### src/telegram_pkg.sv
// constants for the measurement telegram port
package telegram_pkg;
  localparam int TG_BYTES   = 16;
  localparam int HDR_BYTES  = 4;
  localparam int USER_BYTES = 12;
  localparam int TG_W       = TG_BYTES * 8;
  localparam int PHASES     = 3;
  // telegram type, header byte 0 bits 6..4
  localparam logic [2:0] TYPE_ZERO_FRAME = 3'h0;
  localparam logic [2:0] TYPE_READ_VALUE = 3'h1;
  localparam logic [2:0] TYPE_READ_FRAME = 3'h2;
  localparam logic [2:0] TYPE_SET_FRAME  = 3'h3;
  localparam logic [2:0] TYPE_COMMAND    = 3'h4;
  localparam logic [2:0] TYPE_READ_PARAM = 3'h6;
  // communication status codes
  localparam logic [3:0] ERR_OK        = 4'h0;
  localparam logic [3:0] ERR_REFRESH   = 4'h1;
  localparam logic [3:0] ERR_TAG       = 4'h2;
  localparam logic [3:0] ERR_LENGTH    = 4'h3;
  localparam logic [3:0] ERR_NO_FRAME  = 4'h5;
  localparam logic [3:0] ERR_MEASURAND = 4'h6;
  localparam logic [3:0] ERR_COMMAND   = 4'h7;
  localparam logic [3:0] ERR_SET_FRAME = 4'h8;
  localparam logic [3:0] ERR_TYPE      = 4'h9;
  localparam logic [7:0] CMD_ACK_STATUS = 8'h04;
  // measurand identifiers
  localparam logic [7:0] ID_MIN         = 8'h01;
  localparam logic [7:0] ID_MAX         = 8'h29;
  localparam logic [7:0] ID_STATUS      = 8'h29;
  localparam logic [7:0] ID_TOTAL_POWER = 8'h03;
  localparam logic [7:0] ID_VOLT_L1     = 8'h12;
  localparam logic [7:0] ID_PHASE_STEP  = 8'h08;
  localparam logic [7:0] ID_CURR_OFS    = 8'h01;
  localparam logic [7:0] ID_PF_OFS      = 8'h02;
  localparam logic [3:0] TAG_MIN        = 4'h1;
  localparam logic [3:0] TAG_MAX        = 4'hf;
  localparam logic [3:0] LEN_USER_MAX   = 4'hc;
  localparam logic [3:0] LEN_VALUE      = 4'h4;
  localparam logic [3:0] LEN_NONE       = 4'h0;
  // limit violation status word, byte 0 in bits 7..0
  localparam int ST_UV_L2 = 0;
  localparam int ST_UV_L3 = 1;
  localparam int ST_OV_L1 = 2;
  localparam int ST_OT    = 5;
  localparam int ST_UF    = 6;
  localparam int ST_OF    = 7;
  localparam int ST_RESET = 8;
  localparam int ST_OC_L1 = 9;
  localparam int ST_PF_L1 = 12;
  localparam int ST_UV_L1 = 15;
  localparam int ST_W     = 16;
  localparam logic [ST_W-1:0] STATUS_RESET = 16'h0100;
  localparam logic signed [31:0] TOTAL_POWER_MAX_MW = 32'sd3750000;
  // common status bits
  localparam int CS_OF = 0;
  localparam int CS_UF = 1;
  localparam int CS_OT = 2;
  localparam int CS_OV = 3;
  localparam int CS_UV = 4;
  localparam int CS_PF = 5;
  localparam int CS_OC = 6;
endpackage

### src/energy_meter_telegram_port.sv
// telegram request/response handler with limit status word
//
// Overview of operation
// - telegrams are 16 bytes, 4 header
// - status code in header byte 0 low nibble
// - type in byte 0 bits 6..4, echoed
// - header byte 0 bit 7 always zero
// - byte 1 selects measurand, 1 to 41
// - byte 2 low nibble is dataset tag
// - byte 2 high nibble is user length
// - header byte 3 carries common status
// - failed request: no data, length zero
// - request in, answer later in input area
// - one measurement kept under one tag
// - status word refreshed when tag advances
// - status bits stick until acknowledged
// - acknowledge also clears limit indicators
// - status word sent big endian
// - status byte 0 voltage, temp, frequency
// - status byte 1 current, pf, L1 undervoltage
// - reset flag set on reset, cmd 0x04 clears
// - total power saturates at +/-3750000 mW
// - thresholds come from parameter inputs
// - highest error code wins
// - type codes zero, value, frame, cmd, param
// - common status summarises violation classes
`timescale 1ns/1ps
module energy_meter_telegram_port
  import telegram_pkg::*;
#(
  parameter int VAL_W = 32
)(
  input  wire logic                         clk,
  input  wire logic                         rstn,
  input  wire logic [TG_W-1:0]              req_image,
  input  wire logic                         req_strobe,
  input  wire logic                         meas_valid,
  input  wire logic [PHASES-1:0][VAL_W-1:0] phase_voltage,
  input  wire logic [PHASES-1:0][VAL_W-1:0] phase_current,
  input  wire logic [PHASES-1:0][VAL_W-1:0] phase_power_factor,
  input  wire logic [VAL_W-1:0]             temperature,
  input  wire logic [VAL_W-1:0]             frequency,
  input  wire logic [31:0]                  total_power_mw,
  input  wire logic [VAL_W-1:0]             voltage_low_limit,
  input  wire logic [VAL_W-1:0]             voltage_high_limit,
  input  wire logic [VAL_W-1:0]             current_high_limit,
  input  wire logic [VAL_W-1:0]             power_factor_low_limit,
  input  wire logic [VAL_W-1:0]             temperature_high_limit,
  input  wire logic [VAL_W-1:0]             frequency_low_limit,
  input  wire logic [VAL_W-1:0]             frequency_high_limit,
  output logic      [TG_W-1:0]              resp_image,
  output logic                              resp_valid,
  output logic      [3:0]                   dataset_tag,
  output logic      [ST_W-1:0]              limit_indicator
);

  if (VAL_W < 8 || VAL_W > 32)
  begin : g_check
    $error("VAL_W must lie between 8 and 32");
  end

  // byte n of a telegram image, B0 in the top bits
  function automatic logic [7:0] tg_byte(
    input logic [TG_W-1:0] img,
    input int              n
  );
    tg_byte = img[TG_W-1-8*n -: 8];
  endfunction

  function automatic logic [3:0] raise(
    input logic [3:0] cur,
    input logic [3:0] code
  );
    raise = (code > cur) ? code : cur;
  endfunction

  // measurement snapshot state
  logic [3:0]                   tag_q, tag_d;
  logic [PHASES-1:0][VAL_W-1:0] volt_q, volt_d;
  logic [PHASES-1:0][VAL_W-1:0] curr_q, curr_d;
  logic [PHASES-1:0][VAL_W-1:0] pf_q, pf_d;
  logic [31:0]                  power_q, power_d;
  logic [ST_W-1:0]              status_q, status_d;
  logic [ST_W-1:0]              viol;
  logic [ST_W-1:0]              ack_clear;
  logic [31:0]                  power_sat;

  // response state
  logic [TG_W-1:0] resp_q, resp_d;
  logic            valid_q, valid_d;

  // per-phase limit comparisons against parameter inputs
  for (genvar p = 0; p < PHASES; p++)
  begin : g_phase
    assign viol[ST_OV_L1+p] =
      phase_voltage[p] > voltage_high_limit;
    assign viol[ST_OC_L1+p] =
      phase_current[p] > current_high_limit;
    assign viol[ST_PF_L1+p] =
      $signed(phase_power_factor[p]) <
      $signed(power_factor_low_limit);
  end

  assign viol[ST_UV_L2] =
    phase_voltage[1] < voltage_low_limit;
  assign viol[ST_UV_L3] =
    phase_voltage[2] < voltage_low_limit;
  assign viol[ST_UV_L1] =
    phase_voltage[0] < voltage_low_limit;
  assign viol[ST_OT] =
    temperature > temperature_high_limit;
  assign viol[ST_UF] = frequency < frequency_low_limit;
  assign viol[ST_OF] = frequency > frequency_high_limit;
  // reset flag is never raised by a measurement
  assign viol[ST_RESET] = 1'b0;

  // out of range power is clipped, not wrapped
  always_comb
  begin
    if ($signed(total_power_mw) > TOTAL_POWER_MAX_MW)
      power_sat = TOTAL_POWER_MAX_MW;
    else if ($signed(total_power_mw) < -TOTAL_POWER_MAX_MW)
      power_sat = -TOTAL_POWER_MAX_MW;
    else
      power_sat = total_power_mw;
  end

  // common status summary of a status word
  function automatic logic [7:0] common_of(
    input logic [ST_W-1:0] s
  );
    logic [7:0] c;
    c        = 8'h00;
    c[CS_OF] = s[ST_OF];
    c[CS_UF] = s[ST_UF];
    c[CS_OT] = s[ST_OT];
    c[CS_OV] = |s[ST_OV_L1 +: PHASES];
    c[CS_UV] = s[ST_UV_L1] | s[ST_UV_L2] | s[ST_UV_L3];
    c[CS_PF] = |s[ST_PF_L1 +: PHASES];
    c[CS_OC] = |s[ST_OC_L1 +: PHASES];
    common_of = c;
  endfunction

  // request decode
  logic [7:0]  rq_b0, rq_id, rq_b2, rq_cmd;
  logic [2:0]  rq_type;
  logic [3:0]  rq_tag, rq_len, err;
  logic [31:0] value;
  logic        found;
  logic        ack_ok;

  always_comb
  begin
    rq_b0   = tg_byte(req_image, 0);
    rq_id   = tg_byte(req_image, 1);
    rq_b2   = tg_byte(req_image, 2);
    rq_cmd  = tg_byte(req_image, HDR_BYTES);
    rq_type = rq_b0[6:4];
    rq_tag  = rq_b2[3:0];
    rq_len  = rq_b2[7:4];
    value   = 32'h0;
    found   = 1'b0;
    err     = ERR_OK;
    ack_ok  = 1'b0;
    for (int p = 0; p < PHASES; p++)
    begin
      if (rq_id == ID_VOLT_L1 + ID_PHASE_STEP * 8'(p))
      begin
        value = 32'(volt_q[p]);
        found = 1'b1;
      end
      if (rq_id == ID_VOLT_L1 + ID_PHASE_STEP * 8'(p) + ID_CURR_OFS)
      begin
        value = 32'(curr_q[p]);
        found = 1'b1;
      end
      if (rq_id == ID_VOLT_L1 + ID_PHASE_STEP * 8'(p) + ID_PF_OFS)
      begin
        value = 32'(pf_q[p]);
        found = 1'b1;
      end
    end
    if (rq_id == ID_TOTAL_POWER)
    begin
      value = power_q;
      found = 1'b1;
    end
    if (rq_id == ID_STATUS)
    begin
      value = 32'(status_q);
      found = 1'b1;
    end
    if (rq_b0[7])
      err = raise(err, ERR_TYPE);
    if (rq_len > LEN_USER_MAX)
      err = raise(err, ERR_LENGTH);
    case (rq_type)
      TYPE_READ_VALUE:
      begin
        if (rq_id < ID_MIN || rq_id > ID_MAX || !found)
          err = raise(err, ERR_MEASURAND);
        if (rq_tag < TAG_MIN || rq_tag != tag_q)
          err = raise(err, ERR_TAG);
        if (tag_q == 4'h0)
          err = raise(err, ERR_REFRESH);
      end
      TYPE_COMMAND:
      begin
        if (rq_cmd != CMD_ACK_STATUS)
          err = raise(err, ERR_COMMAND);
      end
      TYPE_ZERO_FRAME, TYPE_READ_FRAME:
        err = raise(err, ERR_NO_FRAME);
      TYPE_SET_FRAME:
        err = raise(err, ERR_SET_FRAME);
      TYPE_READ_PARAM:
        err = raise(err, ERR_TYPE);
      default:
        err = raise(err, ERR_TYPE);
    endcase
    ack_ok = req_strobe && rq_type == TYPE_COMMAND &&
             err == ERR_OK;
  end

  assign ack_clear = ack_ok ? {ST_W{1'b1}} : {ST_W{1'b0}};

  // measurement group next state
  always_comb
  begin
    tag_d   = tag_q;
    volt_d  = volt_q;
    curr_d  = curr_q;
    pf_d    = pf_q;
    power_d = power_q;
    // acknowledge clears, a same-cycle violation still sets
    status_d = status_q & ~ack_clear;
    if (meas_valid)
    begin
      // all values of one measurement share the new tag
      tag_d   = (tag_q == TAG_MAX) ? TAG_MIN : tag_q + 4'h1;
      volt_d  = phase_voltage;
      curr_d  = phase_current;
      pf_d    = phase_power_factor;
      power_d = power_sat;
      status_d = status_d | viol;
    end
  end

  always_ff @(posedge clk)
  begin
    if (!rstn)
    begin
      tag_q    <= 4'h0;
      volt_q   <= '0;
      curr_q   <= '0;
      pf_q     <= '0;
      power_q  <= 32'h0;
      status_q <= STATUS_RESET;
    end
    else
    begin
      tag_q    <= tag_d;
      volt_q   <= volt_d;
      curr_q   <= curr_d;
      pf_q     <= pf_d;
      power_q  <= power_d;
      status_q <= status_d;
    end
  end

  // response group next state
  always_comb
  begin
    resp_d  = resp_q;
    valid_d = 1'b0;
    if (req_strobe)
    begin
      valid_d = 1'b1;
      resp_d  = '0;
      resp_d[TG_W-1 -: 8]  = {1'b0, rq_type, err};
      resp_d[TG_W-9 -: 8]  = rq_id;
      resp_d[TG_W-17 -: 8] = {LEN_NONE, tag_q};
      resp_d[TG_W-25 -: 8] = common_of(status_d);
      if (err == ERR_OK && rq_type == TYPE_READ_VALUE)
      begin
        resp_d[TG_W-17 -: 8] = {LEN_VALUE, tag_q};
        // most significant byte goes out first
        resp_d[TG_W-33 -: 32] = value;
      end
    end
  end

  always_ff @(posedge clk)
  begin
    if (!rstn)
    begin
      resp_q  <= '0;
      valid_q <= 1'b0;
    end
    else
    begin
      resp_q  <= resp_d;
      valid_q <= valid_d;
    end
  end

  assign resp_image      = resp_q;
  assign resp_valid      = valid_q;
  assign dataset_tag     = tag_q;
  // indicators follow the sticky word, so acks darken them
  assign limit_indicator = status_q;

endmodule // energy_meter_telegram_port

### config.mk
export PLATFORM = sky130hd
export DESIGN_NAME = energy_meter_telegram_port
export DESIGN_NICKNAME = d
export VERILOG_FILES = /design/src/telegram_pkg.sv /design/src/energy_meter_telegram_port.sv
export SDC_FILE = /design/constraint.sdc
export NUM_CORES = 2
export LEC_CHECK = 0
export ABC_AREA = 1
export BUFFER_PORTS_ARGS = -buffer_cell sky130_fd_sc_hd__buf_2
export CAP_MARGIN = 0
export CORE_AREA = 2 2 344 346
export CTS_BUF_LIST = sky130_fd_sc_hd__clkbuf_16
export CTS_CLUSTER_SIZE = 25
export DETAILED_ROUTE_END_ITERATION = 8
export DIE_AREA = 0 0 346 348
export PLACE_DENSITY = 0.43
export SLEW_MARGIN = 20
export SYNTH_ARGS = -nofsm -noshare
export SYNTH_HDL_FRONTEND = slang
export SYNTH_SLANG_ARGS = --single-unit
### constraint.sdc
create_clock -name clk -period 3 [get_ports clk]
set_input_delay 0.6 -clock clk [delete_from_list [all_inputs] [get_ports clk]]
set_output_delay 0.6 -clock clk [all_outputs]
set_load 0.03 [all_outputs]
; Yosys cells after proc, flatten, opt, wreduce, memory -nomap -nowiden
; Cells that the tools add are included.
[totals]
reg_bits = 403
latch_bits = 0
ram_bits = 0
mem_bits_ro = 0
input_bits = 740
output_inout_bits = 149
elab_cells = 128
n_memories = 0
[classes]
addsub = 1
multipliers = 0
div = 0
order_cmp = 29
n_eq_ne = 18
n_shift = 0
mux = 47
bitwise = 5
reduce_logical = 14
[ops]
columns = operator, count
row1 = 2-to-1 mux 32 bit, 14
row2 = > comparator 32 bit, 8
row3 = less-than comparator 32 bit, 7
row4 = 2-to-1 mux 4 bit, 17
row5 = "== test 8 x 5 -> 1 bit, second input constant", 6
row6 = "== test 8 x 6 -> 1 bit, second input constant", 4
row7 = "> comparator 32 x 23 -> 1 bit, second input constant", 1
row8 = "less-than comparator 32 x 23 -> 1 bit, second input constant", 1
row9 = 2-to-1 mux 16 bit, 2
row10 = AND 16 bit, 1
row11 = inverter 16 bit, 1
row12 = OR 16 bit, 1
row13 = case mux 4 bit (4 select lines), 1
row14 = "> comparator 3 x 4 -> 1 bit, first input constant", 3
row15 = 2-to-1 mux 1 bit, 12
row16 = OR reduction 3 bit, 3
row17 = "== test 8 x 2 -> 1 bit, second input constant", 1
row18 = "> comparator 2 x 4 -> 1 bit, first input constant", 2
row19 = "> comparator 4 bit, first input constant", 2
row20 = "> comparator 8 x 6 -> 1 bit, second input constant", 1
row21 = logical NOT 4 bit, 2
row22 = "less-than comparator 8 x 1 -> 1 bit, second input constant", 1
row23 = "inequality test 8 x 3 -> 1 bit, second input constant", 1
row24 = 2-to-1 mux 7 bit, 1
row25 = 15 further kinds, 21

; Longest topological paths before layout
[depth]
depth_word = 33
depth_mapped = 17
ltp_nobuf = 17

; Least setup slack after synthesis
; Ideal clock, no wire load.
[synth_path]
kind = in2reg
startpoint = input port total_power_mw[7]
endpoint = register power_q[21]
setup_time_ps = 59
t_arrival_ps = 2354
t_required_ps = 2941
path_slack_ps = 587
stages = 11
path_cell_list = nand4_1 > o21ai_0 > a31oi_1 > o2111ai_1 > nand2_1 > ha_1 > clkbuf_1 > nor2_1 > inv_1 > o21ai_0 > o21a_1
[synth_between]
elab_chain_cells = 3
word_cells_on_any_way = 4
[synth_rtl]
columns = element, line
row1 = start: declaration, energy_meter_telegram_port.sv:43  ; input wire logic [31:0] total_power_mw,
row2 = less-than comparator 32 x 23 -> 1 bit, energy_meter_telegram_port.sv:122  ; else if ($signed(total_power_mw) < -TOTAL_POWER_MAX_MW)
row3 = 2-to-1 mux 32 bit, energy_meter_telegram_port.sv:122
row4 = 2-to-1 mux 32 bit (*), energy_meter_telegram_port.sv:120  ; if ($signed(total_power_mw) > TOTAL_POWER_MAX_MW)
row5 = end signal: assignment, energy_meter_telegram_port.sv:266  ; power_q <= power_d;
row6 = end: declaration, energy_meter_telegram_port.sv:82  ; logic [31:0] power_q, power_d;
; Mark *: on every way between the ends. The rest lies on a longest branch, timed or not.
; A chain may end at the register's enable or synchronous reset.

; Worst setup path in the final report
[layout_path]
startpoint = input port power_factor_low_limit[31]
endpoint = register resp_q[101], in the netlist resp_image[101]
[layout_between]
elab_chain_cells = 4
word_cells_on_any_way = 6
[layout_rtl]
columns = element, line
row1 = start: declaration, energy_meter_telegram_port.sv:47  ; input wire logic [VAL_W-1:0] power_factor_low_limit,
row2 = less-than comparator 32 bit, energy_meter_telegram_port.sv:100  ; $signed(phase_power_factor[p]) <
row3 = OR 16 bit (*), energy_meter_telegram_port.sv:245  ; status_d = status_d | viol;
row4 = 2-to-1 mux 16 bit (*), energy_meter_telegram_port.sv:237  ; if (meas_valid)
row5 = OR reduction 3 bit (*), energy_meter_telegram_port.sv:139  ; c[CS_PF] = |s[ST_PF_L1 +: PHASES];
row6 = end signal: assignment, energy_meter_telegram_port.sv:302  ; resp_q <= resp_d;
row7 = end: declaration, energy_meter_telegram_port.sv:89  ; logic [TG_W-1:0] resp_q, resp_d;
; Marked as above.

==> impl_metrics.toml <==
[cells_and_area]
utilization_pct = 30.8
design_area_mm2 = 0.0361
fillCellCount = 13182
layout.nets = 6007
area_delta_synth_final_pct = 26.2
drive_gt1_share_pct = 20.3

[worst_setup_path]
critical_path_class = "in -> reg"
end_kind = "flop"
worst-path-max-fanout = 4
cp_top_family = "simple AND/OR/NAND/NOR gates"
cp_slowest_stage_delay_ns = 0.76
cp.buffers_inverters = 3
cp.required_ns = 3.50
slowest_stage = "nor4_1"
startpoint_type = "primary input"
crit_path_cell_trace = "buf_2, inv_1, ha_1, nand2_1, nor2_1, nand2_1, nor4_1, nand2_1, nand2_1, nand2_1, nand3_1, buf_4, nand2_1, nor2_1, a21oi_1"
critPathArrivalTime_ns = 3.12
cp_common_cell = "nand2_1"

[power]
p_seq_share_pct = 38.5
p_total_mw = 15.2
p_switching_mw = 5.10
p_leak_nw = 18.0
switching_share_pct = 33.5
ir_drop_mv = 0.412
power_density_mw_per_mm2 = 423
clkPwrFrac_pct = 38.4
p_comb_share_pct = 23.1
p_int_mw = 10.1

[timing]
fmax_ghz = 0.382
worst_pin_slew_ns = 1.01
post-route-period-util_pct = 87.3
layout_min_cycle_time_ns = 2.62
setup_violations = 0
slew_violations = 0
finalWorstSetupSlack_ns = 0.380
clock_skew_ns = 0.0260
finalHoldViolations = 0
max_slew_margin_pct = 32.2
rsz0062_at_grt = "no"

[route]
vias = 30245
drtPass1Iterations = 5
finalWirelength_um = 149000
via_per_inst = 4.75
avgRoutedWirePerCell_um = 23.4
drtAntennaViolNets = 0
route.detailed.drc = 0
drt-initial-drc-count = 1835

[clock_tree]
cts_buffer_depth = 3
cts.sinks = 400
cts.clk_slew.worst_paths_ns = 0.06
htreeDepth = 2
cts_buffers = 47
postCtsResizedCells = 0
cts_tree = "yes"
clockRootBuffer = "clkbuf_16"
holdBufCountCts = 0
clkLatencyLatePin_ns = 0.63
cts_setup_buffers = 0

[synthesis]
synth_edf_count = 0
synth_seq_cells = 400
synth_flop_cell = "dfxtp_1"
synth_cells = 4055
async_flop_share_pct = 0
synth_area_per_cell_um2 = 7.05
yosys_warnings = 0
syn_area_mm2 = 0.0286
ys_seq_area_share_pct = 28.0
ys_types = 53

[floorplanning]
core_mm2 = 0.117
start_util_pct = 24.4
die_height_um = 348
io-pin-count = 889
dieArea_mm2 = 0.120
fp-row-count = 126
die_w_um = 346

[run]
maxCapViolations = 0

[place]
pre_cts_slack_ns = -0.360
dp_hpwl_um = 127000
placed_area_mm2 = 0.0345
port_buffers = 719
gp_congestion = 0.882

[global_routing]
first_global_vias = 29826
gr-total-overflow = 0
grt_max_degree = 110
antenna_found_initial = 44
grt_use_total_pct = 23.8
grt_pass1_wl_um = 209000

[hold_path]
hold_path_class = "in -> reg"

[run_status]
status = "completed"
## through the flow
stage / hold slack (ns) / instances / TNS [ns]
4_1_cts: 0.186 / 6363 / 0
6_report: 0.229 / 6371 / 0
2_1_floorplan: 0.429 / 4123 / 0
3_3_place_gp: 0.444 / 6278 / -0.675
3_5_place_dp: 0.449 / 6278 / -0.615
5_1_grt: 0.215 / 6367 / 0
## routing by layer
layer / global-route usage (%) / routed length, µm
met1: 29.6 / 64600
met2: 41.7 / 71600
met3: 4.16 / 7400
met4: 7.42 / 4960
met5: 0 / 264
## cell usage in the layout, fill, tap and decap left out, drive strengths merged, types with 10 or more instances in the layout
master  instances
o22ai          10
nand4          76
nor2          635
buf           858
o21a           20
clkinv         18
o211ai         76
conb           69
nor3           27
a31oi          17
o21ai         441
clkbuf         48
inv           422
dfxtp         400
nor4           23
a21oi         419
nand2         580
nand3         135
ha            476
## path summary, 6_finish.rpt
kind / start / endpoint / slack, ns / cells after the start
setup / recovery: power_factor_low_limit[31] / resp_image[101] / 0.38 / 15
hold / removal: phase_power_factor[66] / pf_q[66] / 0.23 / 3
setup reg to reg: dataset_tag[0] / resp_image[100] / 0.50 / 12
hold reg to reg: curr_q[46] / curr_q[46] / 0.45 / 2
## Yosys cell counts (6+ instances only)
master,n,area share [%]
nand3_1,132,2.3
nor4_1,23,0.50
nand2_1,571,7.5
o211ai_1,76,2.0
nand2_2,8,0.18
o21ai_1,16,0.28
o21bai_1,6,0.16
inv_2,9,0.12
nor2_1,624,8.2
ha_1,476,21
o21a_1,20,0.53
and2_1,7,0.15
clkbuf_1,153,2.0
nor2_2,7,0.15
a221oi_1,7,0.21
nor3_1,25,0.44
buf_4,70,1.8
nand4_1,74,1.6
o22ai_1,10,0.22
a31oi_1,17,0.37
buf_2,10,0.18
or2_2,8,0.18
o21ai_0,425,7.4
inv_1,398,5.2
a211oi_1,8,0.21
a21oi_1,418,7.3
dfxtp_1,400,28
## worst min-delay path: stages
cell and delay, ns:
buf_2 0.09, nor2_1 0.04, nor2_1 0.08
## state kept, by name, summed over array words and instances, names as in the netlist
register	count
curr_q	96
volt_q	96
resp_valid	1
power_q	32
resp_image	59
dataset_tag	4
limit_indicator	16
pf_q	96
## cell type report
class                           instances  area, µm²  share of cell area [%]
Timing Repair Buffer                  859       4940                    13.7
Clock inverter                         38        349                   0.968
Clock buffer                           47       1180                    3.26
Multi-Input combinational cell       3075      18100                    50.2
Sequential cell                       400       8010                    22.2
Tap cell                             1536       1920                    5.33
Antenna cell                            8       20.0                  0.0555
Inverter                              408       1540                    4.27
## power by group through the flow
stage          sequential [mW]  combinational (mW)  clock [mW]
2_1_floorplan             5.98                1.92           0
3_3_place_gp              5.98                3.50           0
3_5_place_dp              5.98                3.54           0
4_1_cts                   5.87                3.57        6.01
5_1_grt                   5.90                3.98        6.21
6_report                  5.87                3.53        5.85
## cells by family after synthesis
family	Yosys count	share of synthesized area, %
AND/OR/NAND/NOR	1500	22.0
AO/OA/AOI/OAI	1029	19.5
buffers and inverters	648	9.56
adder cells (fa/ha/maj)	476	20.8
flip-flops	400	28.0
XOR/XNOR	1	0.0307
other	1	0.0131
Note: power is estimated with default switching activity, not from simulation.
